<file path="src/arith_pkg.sv">
// package with operation codes, sizes, flag positions and carriers for the arithmetic datapath
package arith_pkg;

	// ----------------------------------------
	// operand sizes and operations
	// ----------------------------------------
	typedef enum logic [1:0] {
		SZ_BYTE = 2'h0,
		SZ_WORD = 2'h1,
		SZ_LONG = 2'h2
	} op_size_t;

	typedef enum logic [4:0] {
		OP_ADD        = 5'h00,
		OP_SUB        = 5'h01,
		OP_ADD_CARRY  = 5'h02,
		OP_SUB_BORROW = 5'h03,
		OP_PLUS12     = 5'h04,
		OP_MINUS12    = 5'h05,
		OP_ADD_SMALL  = 5'h06,
		OP_SUB_SMALL  = 5'h07,
		OP_DADJ_ADD   = 5'h08,
		OP_DADJ_SUB   = 5'h09,
		OP_MUL_U      = 5'h0a,
		OP_MUL_S      = 5'h0b,
		OP_DIV_U      = 5'h0c,
		OP_DIV_S      = 5'h0d,
		OP_COMPARE    = 5'h0e,
		OP_NEGATE     = 5'h0f,
		OP_MOVE_REG   = 5'h10,
		OP_LOAD_MEM   = 5'h11,
		OP_STORE_MEM  = 5'h12,
		OP_STACK_REST = 5'h13,
		OP_STACK_SAVE = 5'h14,
		OP_PSYNC_LOAD = 5'h15,
		OP_PSYNC_STOR = 5'h16
	} op_code_t;

	// ----------------------------------------
	// condition flag positions and reset values
	// ----------------------------------------
	localparam int FLG_C = 0;
	localparam int FLG_V = 1;
	localparam int FLG_Z = 2;
	localparam int FLG_N = 3;
	localparam int FLG_H = 5;
	localparam logic [7:0] FLAGS_RESET  = 8'h80;
	localparam logic [3:0] DIV_CYCLES   = 4'h0;
	localparam logic [31:0] ADDR_ALIGN  = 32'hffff_fffe;
	localparam logic [31:0] STEP_WORD   = 32'h0000_0002;
	localparam logic [31:0] STEP_LONG   = 32'h0000_0004;

	// ----------------------------------------
	// carriers
	// ----------------------------------------
	typedef struct packed {
		op_code_t   op;
		op_size_t   size;
		logic       use_imm;
		logic [2:0] small_const;
		logic [31:0] dst;
		logic [31:0] src;
		logic [31:0] imm;
		logic [31:0] sp;
	} op_req_t;

	typedef struct packed {
		logic        wr_dst;
		logic [31:0] dst;
		logic        wr_sp;
		logic [31:0] sp;
		logic        mem_rd;
		logic        mem_wr;
		logic [31:0] mem_addr;
		logic [31:0] mem_wdata;
		op_size_t    mem_size;
		logic        illegal;
	} op_res_t;

endpackage
</file>
<file path="src/arith_adder.sv">
// sized adder and subtractor producing result and flags
`timescale 1ns/1ps
module arith_adder
	import arith_pkg::*;
(
	// operands
	input  wire logic [31:0] a_i,
	input  wire logic [31:0] b_i,
	input  wire logic        cin_i,
	input  wire logic        sub_i,
	input  wire op_size_t    size_i,
	// result
	output logic      [31:0] sum_o,
	output logic      [3:0]  nzvc_o,
	output logic             half_o
);
	// ----------------------------------------
	// add with width-aware flags
	// ----------------------------------------
	logic [32:0] full;
	logic [31:0] bb;
	logic [4:0]  nib;
	logic [31:0] res;
	logic        c;
	logic        v;
	logic        n;
	logic        z;
	always_comb begin
		bb = sub_i ? ~b_i : b_i;
		full = {1'b0, a_i} + {1'b0, bb} + {32'h0, (cin_i ^ sub_i)};
		nib = {1'b0, a_i[3:0]} + {1'b0, bb[3:0]} + {4'h0, (cin_i ^ sub_i)};
		res = full[31:0];
		c = 1'b0;
		v = 1'b0;
		n = 1'b0;
		z = 1'b0;
		half_o = nib[4] ^ sub_i;
		unique case (size_i)
			SZ_BYTE: begin
				res = {24'h0, full[7:0]};
				c = (a_i[8] ^ bb[8] ^ full[8]) ^ sub_i;
				n = full[7];
				z = (full[7:0] == 8'h00);
				v = (a_i[7] == bb[7]) && (full[7] != a_i[7]);
			end
			SZ_WORD: begin
				res = {16'h0, full[15:0]};
				c = (a_i[16] ^ bb[16] ^ full[16]) ^ sub_i;
				n = full[15];
				z = (full[15:0] == 16'h0000);
				v = (a_i[15] == bb[15]) && (full[15] != a_i[15]);
			end
			default: begin
				c = full[32] ^ sub_i;
				n = full[31];
				z = (full[31:0] == 32'h0);
				v = (a_i[31] == bb[31]) && (full[31] != a_i[31]);
			end
		endcase
		sum_o = res;
		nzvc_o = {n, z, v, c};
	end
endmodule

</file>
<file path="src/arith_datapath.sv">
// arithmetic and data transfer datapath of the cpu core
// Notes on behaviour
// RULE_01: add or subtract byte/word/long, register or immediate source, into destination.
// RULE_02: subtracting an immediate byte from a register is refused as illegal.
// RULE_03: byte-only add-with-carry and subtract-with-borrow fold in the carry flag.
// RULE_04: increment/decrement by 1 or 2 for word/long; byte only by 1.
// RULE_05: add or subtract constant 1, 2 or 4 on the full 32-bit register.
// RULE_06: decimal adjust corrects a byte into packed BCD using carry and half-carry.
// RULE_07: unsigned multiply, 8x8 to 16 or 16x16 to 32 bits.
// RULE_08: signed multiply, two's complement, 8x8 to 16 or 16x16 to 32.
// RULE_09: unsigned divide 16/8 or 32/16 giving quotient and remainder.
// RULE_10: signed divide, same sizes, two's complement quotient and remainder.
// RULE_11: compare subtracts and updates flags only, no write-back.
// RULE_12: negate replaces register with zero minus its value.
// RULE_13: move register to register, register to memory, memory or immediate to register.
// RULE_14: stack restore is a load through stack pointer with post-increment.
// RULE_15: stack save is a store through stack pointer with pre-decrement.
// RULE_16: peripheral-synchronised byte moves are unsupported and flagged illegal.
// RULE_17: word and long memory addresses have their lowest bit forced to zero.
// RULE_18: software keeps the stack pointer even and uses word or long stack access.
// RULE_19: arithmetic updates negative, zero, overflow and carry per operand size; code keeps carry on inc/dec, none on small constants or unsigned multiply.
`timescale 1ns/1ps
module arith_datapath
	import arith_pkg::*;
(
	// clock and reset
	input  wire logic        CLK_I,
	input  wire logic        RST_B_I,
	// request from decoder
	input  wire logic        REQ_VALID_I,
	input  wire op_req_t     REQ_I,
	// memory load data for load and restore operations
	input  wire logic [31:0] MEM_RDATA_I,
	// result to register file and memory
	output logic             RES_VALID_O,
	output op_res_t          RES_O,
	// condition flags
	output logic      [7:0]  FLAGS_O
);
	// ----------------------------------------
	// operand shaping
	// ----------------------------------------
	logic [31:0] opnd_b;
	logic [31:0] dst_sized;
	logic [7:0]  flags;
	always_comb begin
		opnd_b = REQ_I.use_imm ? REQ_I.imm : REQ_I.src;
		unique case (REQ_I.size)
			SZ_BYTE: dst_sized = {24'h0, REQ_I.dst[7:0]};
			SZ_WORD: dst_sized = {16'h0, REQ_I.dst[15:0]};
			default: dst_sized = REQ_I.dst;
		endcase
	end

	// ----------------------------------------
	// adder operand selection
	// ----------------------------------------
	logic [31:0] add_a;
	logic [31:0] add_b;
	logic        add_cin;
	logic        add_sub;
	op_size_t    add_size;
	logic [31:0] add_sum;
	logic [3:0]  add_nzvc;
	logic        add_half;
	always_comb begin
		// sized destination: upper bits read as zero so the flags see only the operand
		add_a = dst_sized; // [RULE_01]
		add_b = opnd_b;
		add_cin = 1'b0;
		add_sub = 1'b0;
		add_size = REQ_I.size;
		unique case (REQ_I.op)
			OP_SUB, OP_COMPARE: add_sub = 1'b1; // [RULE_01] [RULE_11]
			OP_ADD_CARRY: begin
				add_cin = flags[FLG_C]; // [RULE_03]
				add_size = SZ_BYTE;
			end
			OP_SUB_BORROW: begin
				add_sub = 1'b1;
				add_cin = flags[FLG_C]; // [RULE_03]
				add_size = SZ_BYTE;
			end
			OP_PLUS12, OP_MINUS12: begin
				add_sub = (REQ_I.op == OP_MINUS12);
				// byte form only steps by one
				add_b = (REQ_I.size == SZ_BYTE || REQ_I.small_const != 3'h2) ?
					32'h1 : 32'h2; // [RULE_04]
			end
			OP_NEGATE: begin
				add_a = 32'h0;
				add_b = REQ_I.dst;
				add_sub = 1'b1; // [RULE_12]
			end
			default: ;
		endcase
	end

	arith_adder u_adder (
		.a_i    (add_a),
		.b_i    (add_b),
		.cin_i  (add_cin),
		.sub_i  (add_sub),
		.size_i (add_size),
		.sum_o  (add_sum),
		.nzvc_o (add_nzvc),
		.half_o (add_half)
	);

	// ----------------------------------------
	// small constants, decimal adjust, multiply
	// ----------------------------------------
	logic [31:0] small_val;
	logic [31:0] small_res;
	logic [7:0]  dadj_res;
	logic        dadj_c;
	logic [31:0] mul_res;
	always_comb begin
		unique case (REQ_I.small_const)
			3'h4:    small_val = 32'h4;
			3'h2:    small_val = 32'h2;
			default: small_val = 32'h1;
		endcase
		// full 32 bits regardless of the requested size, flags untouched
		small_res = (REQ_I.op == OP_SUB_SMALL) ? REQ_I.dst - small_val :
			REQ_I.dst + small_val; // [RULE_05]
	end

	always_comb begin
		logic [7:0] corr;
		logic       lo_adj;
		logic       hi_adj;
		corr = 8'h00;
		lo_adj = flags[FLG_H] || (REQ_I.dst[3:0] > 4'h9);
		hi_adj = flags[FLG_C] || (REQ_I.dst[7:0] > 8'h99);
		if (REQ_I.op == OP_DADJ_SUB) begin
			lo_adj = flags[FLG_H];
			hi_adj = flags[FLG_C];
		end
		if (lo_adj) begin
			corr[3:0] = 4'h6;
		end
		if (hi_adj) begin
			corr[7:4] = 4'h6;
		end
		dadj_res = (REQ_I.op == OP_DADJ_SUB) ? REQ_I.dst[7:0] - corr :
			REQ_I.dst[7:0] + corr; // [RULE_06]
		dadj_c = hi_adj;
	end

	always_comb begin
		logic signed [31:0] sprod;
		logic        [31:0] uprod;
		sprod = 32'sh0;
		uprod = 32'h0;
		mul_res = 32'h0;
		if (REQ_I.size == SZ_BYTE) begin
			if (REQ_I.op == OP_MUL_S) begin
				sprod = $signed({{8{REQ_I.dst[7]}}, REQ_I.dst[7:0]}) *
					$signed({{8{REQ_I.src[7]}}, REQ_I.src[7:0]}); // [RULE_08]
				mul_res = {16'h0, sprod[15:0]};
			end else begin
				// widen before multiplying, a bare byte product keeps only eight bits
				uprod = 32'(REQ_I.dst[7:0]) * 32'(REQ_I.src[7:0]);
				mul_res = {16'h0, uprod[15:0]}; // [RULE_07]
			end
		end else begin
			if (REQ_I.op == OP_MUL_S) begin
				sprod = $signed(REQ_I.dst[15:0]) * $signed(REQ_I.src[15:0]); // [RULE_08]
				mul_res = sprod;
			end else begin
				uprod = 32'(REQ_I.dst[15:0]) * 32'(REQ_I.src[15:0]);
				mul_res = uprod; // [RULE_07]
			end
		end
	end

	// ----------------------------------------
	// divide
	// ----------------------------------------
	logic [15:0] div_q;
	logic [15:0] div_r;
	logic        div_zero;
	// divide by zero gives quotient zero and the low half of the dividend as remainder, zero flag set
	arith_divider u_divider (
		.dividend_i (REQ_I.dst),
		.divisor_i  (REQ_I.src[15:0]),
		.wide_i     (REQ_I.size != SZ_BYTE),
		.signed_i   (REQ_I.op == OP_DIV_S),
		.quot_o     (div_q),
		.rem_o      (div_r),
		.zero_div_o (div_zero)
	);

	// ----------------------------------------
	// result assembly
	// ----------------------------------------
	op_res_t     next_res;
	logic [7:0]  next_flags;
	logic [31:0] eff_addr;
	always_comb begin
		next_res = '0;
		next_flags = flags;
		next_res.mem_size = REQ_I.size;
		eff_addr = REQ_I.imm;
		unique case (REQ_I.op)
			OP_ADD, OP_SUB, OP_ADD_CARRY, OP_SUB_BORROW,
			OP_PLUS12, OP_MINUS12, OP_NEGATE: begin
				if (REQ_I.op == OP_SUB && REQ_I.use_imm && REQ_I.size == SZ_BYTE) begin
					next_res.illegal = 1'b1; // [RULE_02]
				end else if ((REQ_I.op == OP_ADD_CARRY || REQ_I.op == OP_SUB_BORROW) &&
					REQ_I.size != SZ_BYTE) begin
					next_res.illegal = 1'b1; // [RULE_03]
				end else begin
					next_res.wr_dst = 1'b1;
					next_res.dst = add_sum; // [RULE_01]
					next_flags[FLG_H] = add_half;
					next_flags[FLG_N] = add_nzvc[3]; // [RULE_19]
					next_flags[FLG_V] = add_nzvc[1];
					next_flags[FLG_C] = add_nzvc[0];
					// chained byte ops keep zero only while the result stays zero
					next_flags[FLG_Z] = (REQ_I.op == OP_ADD_CARRY ||
						REQ_I.op == OP_SUB_BORROW) ? (flags[FLG_Z] & add_nzvc[2]) :
						add_nzvc[2];
					if (REQ_I.op == OP_PLUS12 || REQ_I.op == OP_MINUS12) begin
						next_flags[FLG_C] = flags[FLG_C];
						next_flags[FLG_H] = flags[FLG_H];
					end
				end
			end
			OP_COMPARE: begin
				next_flags[FLG_H] = add_half;
				next_flags[FLG_N] = add_nzvc[3]; // [RULE_11]
				next_flags[FLG_Z] = add_nzvc[2];
				next_flags[FLG_V] = add_nzvc[1];
				next_flags[FLG_C] = add_nzvc[0];
			end
			OP_ADD_SMALL, OP_SUB_SMALL: begin
				next_res.wr_dst = 1'b1;
				next_res.dst = small_res; // [RULE_05]
			end
			OP_DADJ_ADD, OP_DADJ_SUB: begin
				next_res.wr_dst = 1'b1;
				next_res.dst = {24'h0, dadj_res}; // [RULE_06]
				next_flags[FLG_N] = dadj_res[7];
				next_flags[FLG_Z] = (dadj_res == 8'h00);
				next_flags[FLG_C] = dadj_c;
			end
			OP_MUL_U, OP_MUL_S: begin
				next_res.wr_dst = 1'b1;
				next_res.dst = mul_res; // [RULE_07] [RULE_08]
				if (REQ_I.op == OP_MUL_S) begin
					next_flags[FLG_N] = (REQ_I.size == SZ_BYTE) ? mul_res[15] : mul_res[31];
					next_flags[FLG_Z] = (REQ_I.size == SZ_BYTE) ?
						(mul_res[15:0] == 16'h0) : (mul_res == 32'h0);
				end
			end
			OP_DIV_U, OP_DIV_S: begin
				next_res.wr_dst = 1'b1;
				// remainder in the upper half, quotient in the lower
				next_res.dst = (REQ_I.size == SZ_BYTE) ?
					{16'h0, div_r[7:0], div_q[7:0]} : {div_r, div_q}; // [RULE_09] [RULE_10]
				next_flags[FLG_Z] = div_zero;
				next_flags[FLG_N] = (REQ_I.size == SZ_BYTE) ? div_q[7] : div_q[15];
			end
			OP_MOVE_REG: begin
				next_res.wr_dst = 1'b1;
				next_res.dst = REQ_I.use_imm ? REQ_I.imm : REQ_I.src; // [RULE_13]
				unique case (REQ_I.size)
					SZ_BYTE: next_res.dst = {REQ_I.dst[31:8], opnd_b[7:0]};
					SZ_WORD: next_res.dst = {REQ_I.dst[31:16], opnd_b[15:0]};
					default: next_res.dst = opnd_b;
				endcase
				next_flags[FLG_V] = 1'b0;
				next_flags[FLG_N] = (REQ_I.size == SZ_BYTE) ? opnd_b[7] :
					(REQ_I.size == SZ_WORD) ? opnd_b[15] : opnd_b[31];
				next_flags[FLG_Z] = ((opnd_b & (REQ_I.size == SZ_BYTE ? 32'hff :
					REQ_I.size == SZ_WORD ? 32'hffff : 32'hffff_ffff)) == 32'h0);
			end
			OP_LOAD_MEM, OP_STACK_REST: begin
				eff_addr = (REQ_I.op == OP_STACK_REST) ? REQ_I.sp : REQ_I.imm; // [RULE_14]
				next_res.mem_rd = 1'b1;
				next_res.wr_dst = 1'b1;
				unique case (REQ_I.size)
					SZ_BYTE: next_res.dst = {REQ_I.dst[31:8], MEM_RDATA_I[7:0]}; // [RULE_13]
					SZ_WORD: next_res.dst = {REQ_I.dst[31:16], MEM_RDATA_I[15:0]};
					default: next_res.dst = MEM_RDATA_I;
				endcase
				if (REQ_I.op == OP_STACK_REST) begin
					next_res.wr_sp = 1'b1;
					next_res.sp = REQ_I.sp + ((REQ_I.size == SZ_LONG) ? STEP_LONG :
						STEP_WORD); // [RULE_14] [RULE_18]
				end
			end
			OP_STORE_MEM, OP_STACK_SAVE: begin
				next_res.mem_wr = 1'b1;
				next_res.mem_wdata = REQ_I.src; // [RULE_13]
				if (REQ_I.op == OP_STACK_SAVE) begin
					next_res.wr_sp = 1'b1;
					next_res.sp = REQ_I.sp - ((REQ_I.size == SZ_LONG) ? STEP_LONG :
						STEP_WORD); // [RULE_15]
					eff_addr = next_res.sp;
				end
			end
			OP_PSYNC_LOAD, OP_PSYNC_STOR: begin
				// no peripheral strobe exists behind this block, so report only
				next_res.illegal = 1'b1; // [RULE_16]
			end
			default: next_res.illegal = 1'b1;
		endcase
		// wide accesses ignore the lowest address bit
		next_res.mem_addr = (REQ_I.size == SZ_BYTE) ? eff_addr :
			(eff_addr & ADDR_ALIGN); // [RULE_17]
		if (!(next_res.mem_rd || next_res.mem_wr)) begin
			next_res.mem_addr = 32'h0;
		end
	end

	// ----------------------------------------
	// registered outputs
	// ----------------------------------------
	always_ff @(posedge CLK_I) begin
		if (!RST_B_I) begin
			RES_VALID_O <= 1'b0;
			RES_O <= '0;
		end else begin
			RES_VALID_O <= REQ_VALID_I;
			if (REQ_VALID_I) begin
				RES_O <= next_res;
			end
		end
	end

	always_ff @(posedge CLK_I) begin
		if (!RST_B_I) begin
			flags <= FLAGS_RESET;
		end else if (REQ_VALID_I) begin
			// flags hold while idle so a later adjust or carry op sees the last result
			flags <= next_flags; // [RULE_19]
		end
	end

	assign FLAGS_O = flags;
endmodule

</file>
<file path="src/arith_divider.sv">
// combinational divider for 16/8 and 32/16, signed or unsigned
`timescale 1ns/1ps
module arith_divider
	import arith_pkg::*;
(
	// operands
	input  wire logic [31:0] dividend_i,
	input  wire logic [15:0] divisor_i,
	input  wire logic        wide_i,
	input  wire logic        signed_i,
	// result
	output logic      [15:0] quot_o,
	output logic      [15:0] rem_o,
	output logic             zero_div_o
);
	// ----------------------------------------
	// magnitude divide, then restore signs
	// ----------------------------------------
	logic [31:0] dd;
	logic [15:0] dv;
	logic        sdd;
	logic        sdv;
	logic [31:0] q;
	logic [31:0] r;
	always_comb begin
		sdd = signed_i & (wide_i ? dividend_i[31] : dividend_i[15]);
		sdv = signed_i & (wide_i ? divisor_i[15] : divisor_i[7]);
		dd = wide_i ? dividend_i : {16'h0, dividend_i[15:0]};
		dv = wide_i ? divisor_i : {8'h0, divisor_i[7:0]};
		if (sdd) begin
			dd = wide_i ? (32'h0 - dd) : {16'h0, 16'h0 - dd[15:0]};
		end
		if (sdv) begin
			dv = wide_i ? (16'h0 - dv) : {8'h0, 8'h0 - dv[7:0]};
		end
		zero_div_o = (dv == 16'h0000);
		q = zero_div_o ? 32'h0 : dd / {16'h0, dv};
		r = zero_div_o ? dd : dd % {16'h0, dv};
		if (sdd ^ sdv) begin
			q = 32'h0 - q;
		end
		if (sdd) begin
			r = 32'h0 - r;
		end
		quot_o = wide_i ? q[15:0] : {8'h0, q[7:0]};
		rem_o = wide_i ? r[15:0] : {8'h0, r[7:0]};
	end
endmodule

</file>
<file path="config.mk">
export PLATFORM = sky130hd
export DESIGN_NAME = arith_datapath
export DESIGN_NICKNAME = d
export VERILOG_FILES = /design/src/arith_pkg.sv /design/src/arith_adder.sv /design/src/arith_datapath.sv /design/src/arith_divider.sv
export SDC_FILE = /design/constraint.sdc
export NUM_CORES = 2
export LEC_CHECK = 0
export BUFFER_PORTS_ARGS = -buffer_cell sky130_fd_sc_hd__buf_2
export CAP_MARGIN = 30
export CORE_ASPECT_RATIO = 1.2
export CORE_MARGIN = 5
export CORE_UTILIZATION = 65
export DETAILED_ROUTE_END_ITERATION = 10
export GPL_TIMING_DRIVEN = 0
export PLACE_DENSITY_LB_ADDON = 0.12
export SYNTH_ARGS = -nofsm -noshare
export SYNTH_HDL_FRONTEND = slang
export SYNTH_SLANG_ARGS = --single-unit
</file>
<file path="constraint.sdc">
create_clock -name CLK_I -period 146.5 [get_ports CLK_I]
set_clock_uncertainty 0.05 [all_clocks]
set_input_delay 14.65 -clock CLK_I [delete_from_list [all_inputs] [get_ports CLK_I]]
set_output_delay 14.65 -clock CLK_I [all_outputs]
set_load 0.005 [all_outputs]
</file>
* Word level (Yosys, flattened, before mapping)
Index checks and enable logic that the tools add are counted.
** Operators by class
- Multipliers :: 4
- Multiplexer cells :: 78
- Bitwise operators :: 15
- Reduce and logical (&&, ||, !) cells :: 43
- Eq/ne operators :: 36
- Add/subtract/negate cells :: 16
- Shifts and indexed selects :: 0
- Magnitude comparators :: 2
- Div/mod/pow operators :: 2
** Operators by type and width (count)
- 32-bit two-way mux :: 16
- 32-bit one-hot mux with 2 select lines :: 6
- 33-bit one-hot mux with 7 select lines :: 1
- 16-bit two-way mux :: 10
- 33-bit two-way mux :: 4
- 32-bit zero test :: 3
- 33-bit one-hot mux with 2 select lines :: 1
- 16-bit by 16-bit multiplier with 32-bit output :: 2
- 1-bit by 16-bit subtractor with 16-bit output (first input constant) :: 4
- 32-bit by 3-bit subtractor with 32-bit output :: 2
- 16-bit zero test :: 3
- 5-bit by 4-bit equality test with 1-bit output (second input constant) :: 8
- 32-bit by 32-bit adder with 33-bit output :: 1
- 33-bit by 1-bit adder with 33-bit output :: 1
- 32-bit by 3-bit adder with 32-bit output :: 1
- 32-bit adder :: 1
- 32-bit AND :: 1
- 32-bit by 16-bit divider with 32-bit output :: 1
- 32-bit by 16-bit modulo with 32-bit output :: 1
- 8-bit by 8-bit multiplier with 16-bit output :: 2
- 32-bit inverter :: 1
- 1-bit by 32-bit subtractor with 32-bit output (first input constant) :: 1
- 5-bit equality test (second input constant) :: 5
- 5-bit by 3-bit equality test with 1-bit output (second input constant) :: 4
- other kinds (42) :: 116
** Word-level totals
- Bits in registers :: 141
- Word-level logic and storage cells :: 211
- Output and inout bits :: 144
- ROM bits :: 0
- Memories kept :: 0
- Bits in latches :: 0
- Bits in writable memories :: 0

* Logic depth before layout (Yosys ltp)
- Depth after elaboration :: 15
- Mapped depth :: 515
- Gate-level depth less buffers :: 481

* By module
Synthesis repeated with hierarchy kept, for this count alone.
** Unflattened totals
- Cell total of the unflattened synthesis :: 7862
- Area, all modules :: 59240.6 sq um
** By module, submodules not included
- arith_datapath :: cells each 3756, instances 1, area each 30684.4 sq um
- arith_divider :: cells each 3711, instances 1, area each 25857.3 sq um
- arith_adder :: cells each 395, instances 1, area each 2698.8 sq um

* Worst setup path after synthesis
Ideal clock, no wire load.
- Path type :: input -> register
- Start point :: input REQ_I[64] (netlist name)
- End point :: register RES_O[132] (netlist name)
- Setup time :: 0.122 ns
- Arrival :: 109.396 ns
- Path slack :: 36.932 ns
- Data required time :: 146.328 ns
- Cell stages on the path :: 491
- Path buffers :: 34
- Cells stage by stage :: inv_1 -> ha_1 -> or3b_1 -> o2111ai_1 -> xnor2_1 -> inv_1 -> o2111ai_1 -> nor2_1 -> nand2_1 -> nor2_1 -> mux2i_1 -> ha_1 -> or3_1 -> nand3_1 -> a21oi_1 -> a221o_1 -> nand2_1 -> o21ai_0 -> [... 455 more ...] -> o21ai_0 -> nand2b_1 -> a21o_1 -> a21o_1 -> o21ai_0 -> nand2b_1 -> a21oi_1 -> o211ai_1 -> a21oi_1 -> and3_1 -> o2111ai_1 -> o31ai_1 -> a31oi_1 -> a211oi_1 -> and3_1 -> a31oi_1 -> xnor2_1 -> a221o_1
** On the way
- Word-level cells in the longest chain between the ends :: 11
- Elaborated cells on any way between the ends :: 26
- Those cells by class :: add/sub (5); mul (2); div (1); mux (16); bitwise (1); reduce/logical (1)
** RTL lines
- start: declaration :: line arith_datapath.sv:31 : input wire op_req_t REQ_I,
- 16-bit two-way mux :: line arith_divider.sv:29 : dv = wide_i ? divisor_i : {8'h0, divisor_i[7:0]};
- 1-bit by 16-bit subtractor with 16-bit output / 1-bit by 8-bit subtractor with 8-bit output (equally long branches) :: line arith_divider.sv:34 : dv = wide_i ? (16'h0 - dv) : {8'h0, 8'h0 - dv[7:0]};
- 16-bit two-way mux :: line arith_divider.sv:34
- 16-bit two-way mux :: line arith_divider.sv:33 : if (sdv) begin
- 32-bit by 16-bit modulo with 32-bit output / 16-bit zero test (equally long branches) :: line arith_divider.sv:38, arith_divider.sv:36
- 16-bit two-way mux :: line arith_divider.sv:38 : r = zero_div_o ? dd : dd % {16'h0, dv};
- 1-bit by 16-bit subtractor with 16-bit output :: line arith_divider.sv:43 : r = 32'h0 - r;
- 16-bit two-way mux :: line arith_divider.sv:42 : if (sdd) begin
- 16-bit two-way mux :: line arith_divider.sv:46 : rem_o = wide_i ? r[15:0] : {8'h0, r[7:0]};
- 32-bit two-way mux :: line arith_datapath.sv:261 : next_res.dst = (REQ_I.size == SZ_BYTE) ?
- 33-bit one-hot mux with 7 select lines (*) :: line arith_datapath.sv:206 : unique case (REQ_I.op)
- end signal: assignment :: line arith_datapath.sv:329 : RES_O <= next_res;
- end: declaration :: line arith_datapath.sv:36 : output op_res_t RES_O,
Every way passes the cells marked *; elsewhere a longest branch is shown, timed or not.
A chain may end at the register's enable or synchronous reset.

* Worst setup path after layout
- Start point :: input REQ_I[97] (netlist name)
- End point :: register RES_O[116] (netlist name)
** On the way
- Word-level cells in the longest chain between the ends :: 11
- Elaborated cells on any way between the ends :: 37
- Those cells by class :: add/sub (8); mul (4); div (2); mux (22); bitwise (1)
** RTL lines
- 32-bit two-way mux :: line arith_divider.sv:28 : dd = wide_i ? dividend_i : {16'h0, dividend_i[15:0]};
- 1-bit by 32-bit subtractor with 32-bit output / 1-bit by 16-bit subtractor with 16-bit output (equally long branches) :: line arith_divider.sv:31 : dd = wide_i ? (32'h0 - dd) : {16'h0, 16'h0 - dd[15:0]};
- 32-bit two-way mux :: line arith_divider.sv:31
- 32-bit two-way mux :: line arith_divider.sv:30 : if (sdd) begin
- 32-bit by 16-bit divider with 32-bit output / 32-bit by 16-bit modulo with 32-bit output (equally long branches) :: line arith_divider.sv:37, arith_divider.sv:38
- 16-bit two-way mux, on equally long branches :: line arith_divider.sv:37, arith_divider.sv:38
- 1-bit by 16-bit subtractor with 16-bit output, on equally long branches :: line arith_divider.sv:40, arith_divider.sv:43
- 16-bit two-way mux, on equally long branches :: line arith_divider.sv:39, arith_divider.sv:42
- 16-bit two-way mux, on equally long branches :: line arith_divider.sv:45, arith_divider.sv:46
- 32-bit two-way mux :: line arith_datapath.sv:261
- 33-bit one-hot mux with 7 select lines (*) :: line arith_datapath.sv:206
Marks and branches as above.

==> flow_summary.ini <==
[timing]
finalSetupTns_ns = 0
fmax_mhz = 7.61
rsz0062_at_grt = no
fin_crit_sh_pct = 89.7
min_period_ns = 131.43
tightest_slew_ns = 1.22
setup_violations = 0
slew_viol_final = 0
timing.final.hold_violations = 0
relSlewSlack_pct = 16.5

[final_layout]
fin_cells = 9095
areaGrowthSynthToFinish_pct = 7.43
final_common_cell = inv_1
fin_nets = 9216
layout-drive-gt1-share_pct = 9.48
num-fill-cells = 7212
layout_common_cells = 692 x inv_1, 684 x ha_1, 586 x nor2_1, 526 x nand2_1, 495 x a21oi_1

[route]
drc = 1
antenna_left = 0
vias = 62300
dr.pass1.iters = 11
avgRoutedWirePerCell_um = 25.8
drt-initial-drc-count = 7278
wl_mm = 235
viasPerCell = 6.86

[clock_tree]
cts.sinks = 141
path_clk_slew_ns = 0.07
clock-root-buffer = clkbuf_16
cts_tree = done
cts_resized = 0
post-cts-setup-buffers = 0
htree_levels = 4
cts_buffer_depth = 2
numCtsBuffers = 17
holdBufCountCts = 0
clk_latency_ns = 0.46

[yosys]
synth_top_area_share_pct = 15.9
synth-seq-cells = 141
yosysTopAreaCell = fa_1
synth_xor_area_share_pct = 6.96
synth_ff_type = dfxtp_1
yosys-mux-area-fraction_pct = 3.88
synthTopCellsByArea = fa_1 16%, ha_1 15%, dfxtp_1 4.9%
syn_area_mm2 = 0.0577
synth-adder-area-share_pct = 30.7
yosysSeqAreaShare_pct = 4.89
synth_top_family_by_area = adder cells
yosys_warnings = 0
async_reset_ff_share_pct = 0
synth.avg_cell_area_um2 = 7.65
ys_types = 149
synthSimpleGateAreaFrac_pct = 21.8
syn_inst = 7545
synth_edf_count = 0
synth_compound_area_share_pct = 24.5

[worst_setup_path]
crit_path_end_kind = flip-flop
start_kind = input port
slowest_delay_ns = 0.85
crit_type = in -> reg
worstPathMaxFanout = 10
cp.arrival_ns = 131.78
crit_required_ns = 146.84
worst_path_most_repeated_cell = o21a_1
slowest_stage = o31ai_1

[placement]
hpwl_mm = 194
port_buffers = 294
dp_cells = 9022
gp_congestion = 1.12

[grt]
grt_max_degree = 33
grt.total_usage_pct = 47.2
antenna_found_initial = 35
grt_pass1_vias = 61000
grt_pass1_wl_mm = 347
overflow = 0

[die]
io_pins = 318
rows = 119
start_util_pct = 65.6
die_w_um = 282
die_h_um = 336
die-area_mm2 = 0.0949
core_mm2 = 0.0880

[worst_hold_path]
hold_class = reg -> reg

[outcome]
status = complete, but fails checks
violations = DRC

[run]
cap_viol_max_count = 0
## flip-flops by register name, indices dropped and copies added (netlist names)
signal and flops:
RES_O 135, FLAGS_O 5, RES_VALID_O 1
## cell families after synthesis
| group | count (synthesis) |
|---|---|
| compound gates | 2093 |
| xor+xnor | 454 |
| fa+ha+maj | 1143 |
| buf+inv | 1037 |
| flops | 141 |
| mux | 202 |
| other cells | 2 |
| simple gates | 2473 |
## area by class of cell
class | count | area, um2 | area share (%)
antenna | 32 | 80.1 | 0.129
buffer | 339 | 1550 | 2.49
clock buffer | 19 | 453 | 0.731
clock inverter | 13 | 155 | 0.250
inverter | 698 | 2620 | 4.23
multi-input combinational | 6368 | 50800 | 81.9
sequential | 141 | 2820 | 4.55
tap | 1149 | 1440 | 2.32
timing repair buffer | 336 | 2090 | 3.37
## metal layers
| metal | vias up | global-route usage (%) | part of all wire, % |
|---|---|---|---|
| li1 | 27500 | - | - |
| met2 | 4130 | 75.5 | 44 |
| met5 | - | 0 | 0.049 |
| met1 | 29400 | 53.1 | 34 |
| met3 | 1315 | 12.8 | 11 |
| met4 | 16 | 37.3 | 10 |
## Yosys cell counts (all sizes together), types with 83 or more instances
master	n
buf	83
o21ai	409
ha	684
xor2	157
nand2	528
a21oi	499
nor2b	138
o21a	242
nor3	292
mux2	117
dfxtp	141
nand3	130
a21o	201
and2	282
fa	457
nor2	588
clkbuf	256
xnor2	297
inv	696
## per-stage QoR
step           setup WS [ns]  area [um2]  hold slack [ns]  util, %
3_3_place_gp           18.31       60600            0.401     68.9
5_1_grt                 7.50       62000            0.444     70.4
4_1_cts                17.42       61800            0.422     70.2
3_5_place_dp           17.45       61200            0.412     69.5
6_report               15.07       62000            0.427     70.5
2_1_floorplan          36.93       57700            0.399        -
## final timing paths
check,from,end,slack [ns],cells past startpoint
worst max-delay path,REQ_I[97],RES_O[116]$_SDFFE_PN0P_,15.07,496
worst min-delay path,RES_O[21]$_SDFFE_PN0P_,RES_O[21]$_SDFFE_PN0P_,0.43,2
worst max register to register,FLAGS_O[0]$_SDFFE_PN0P_,FLAGS_O[0]$_SDFFE_PN0P_,138.19,43
worst min register to register,RES_O[21]$_SDFFE_PN0P_,RES_O[21]$_SDFFE_PN0P_,0.43,2
## critical path: cells and delay by family
kind | cells | cell delay (ns)
fa+ha+maj | 33 | 10.65
buf+inv | 51 | 14.20
compound gates | 289 | 64.87
mux | 9 | 2.73
simple gates | 114 | 24.43
Power is not shown: default switching activity piles up to over one toggle a cycle in this logic, so the estimate is an artifact.
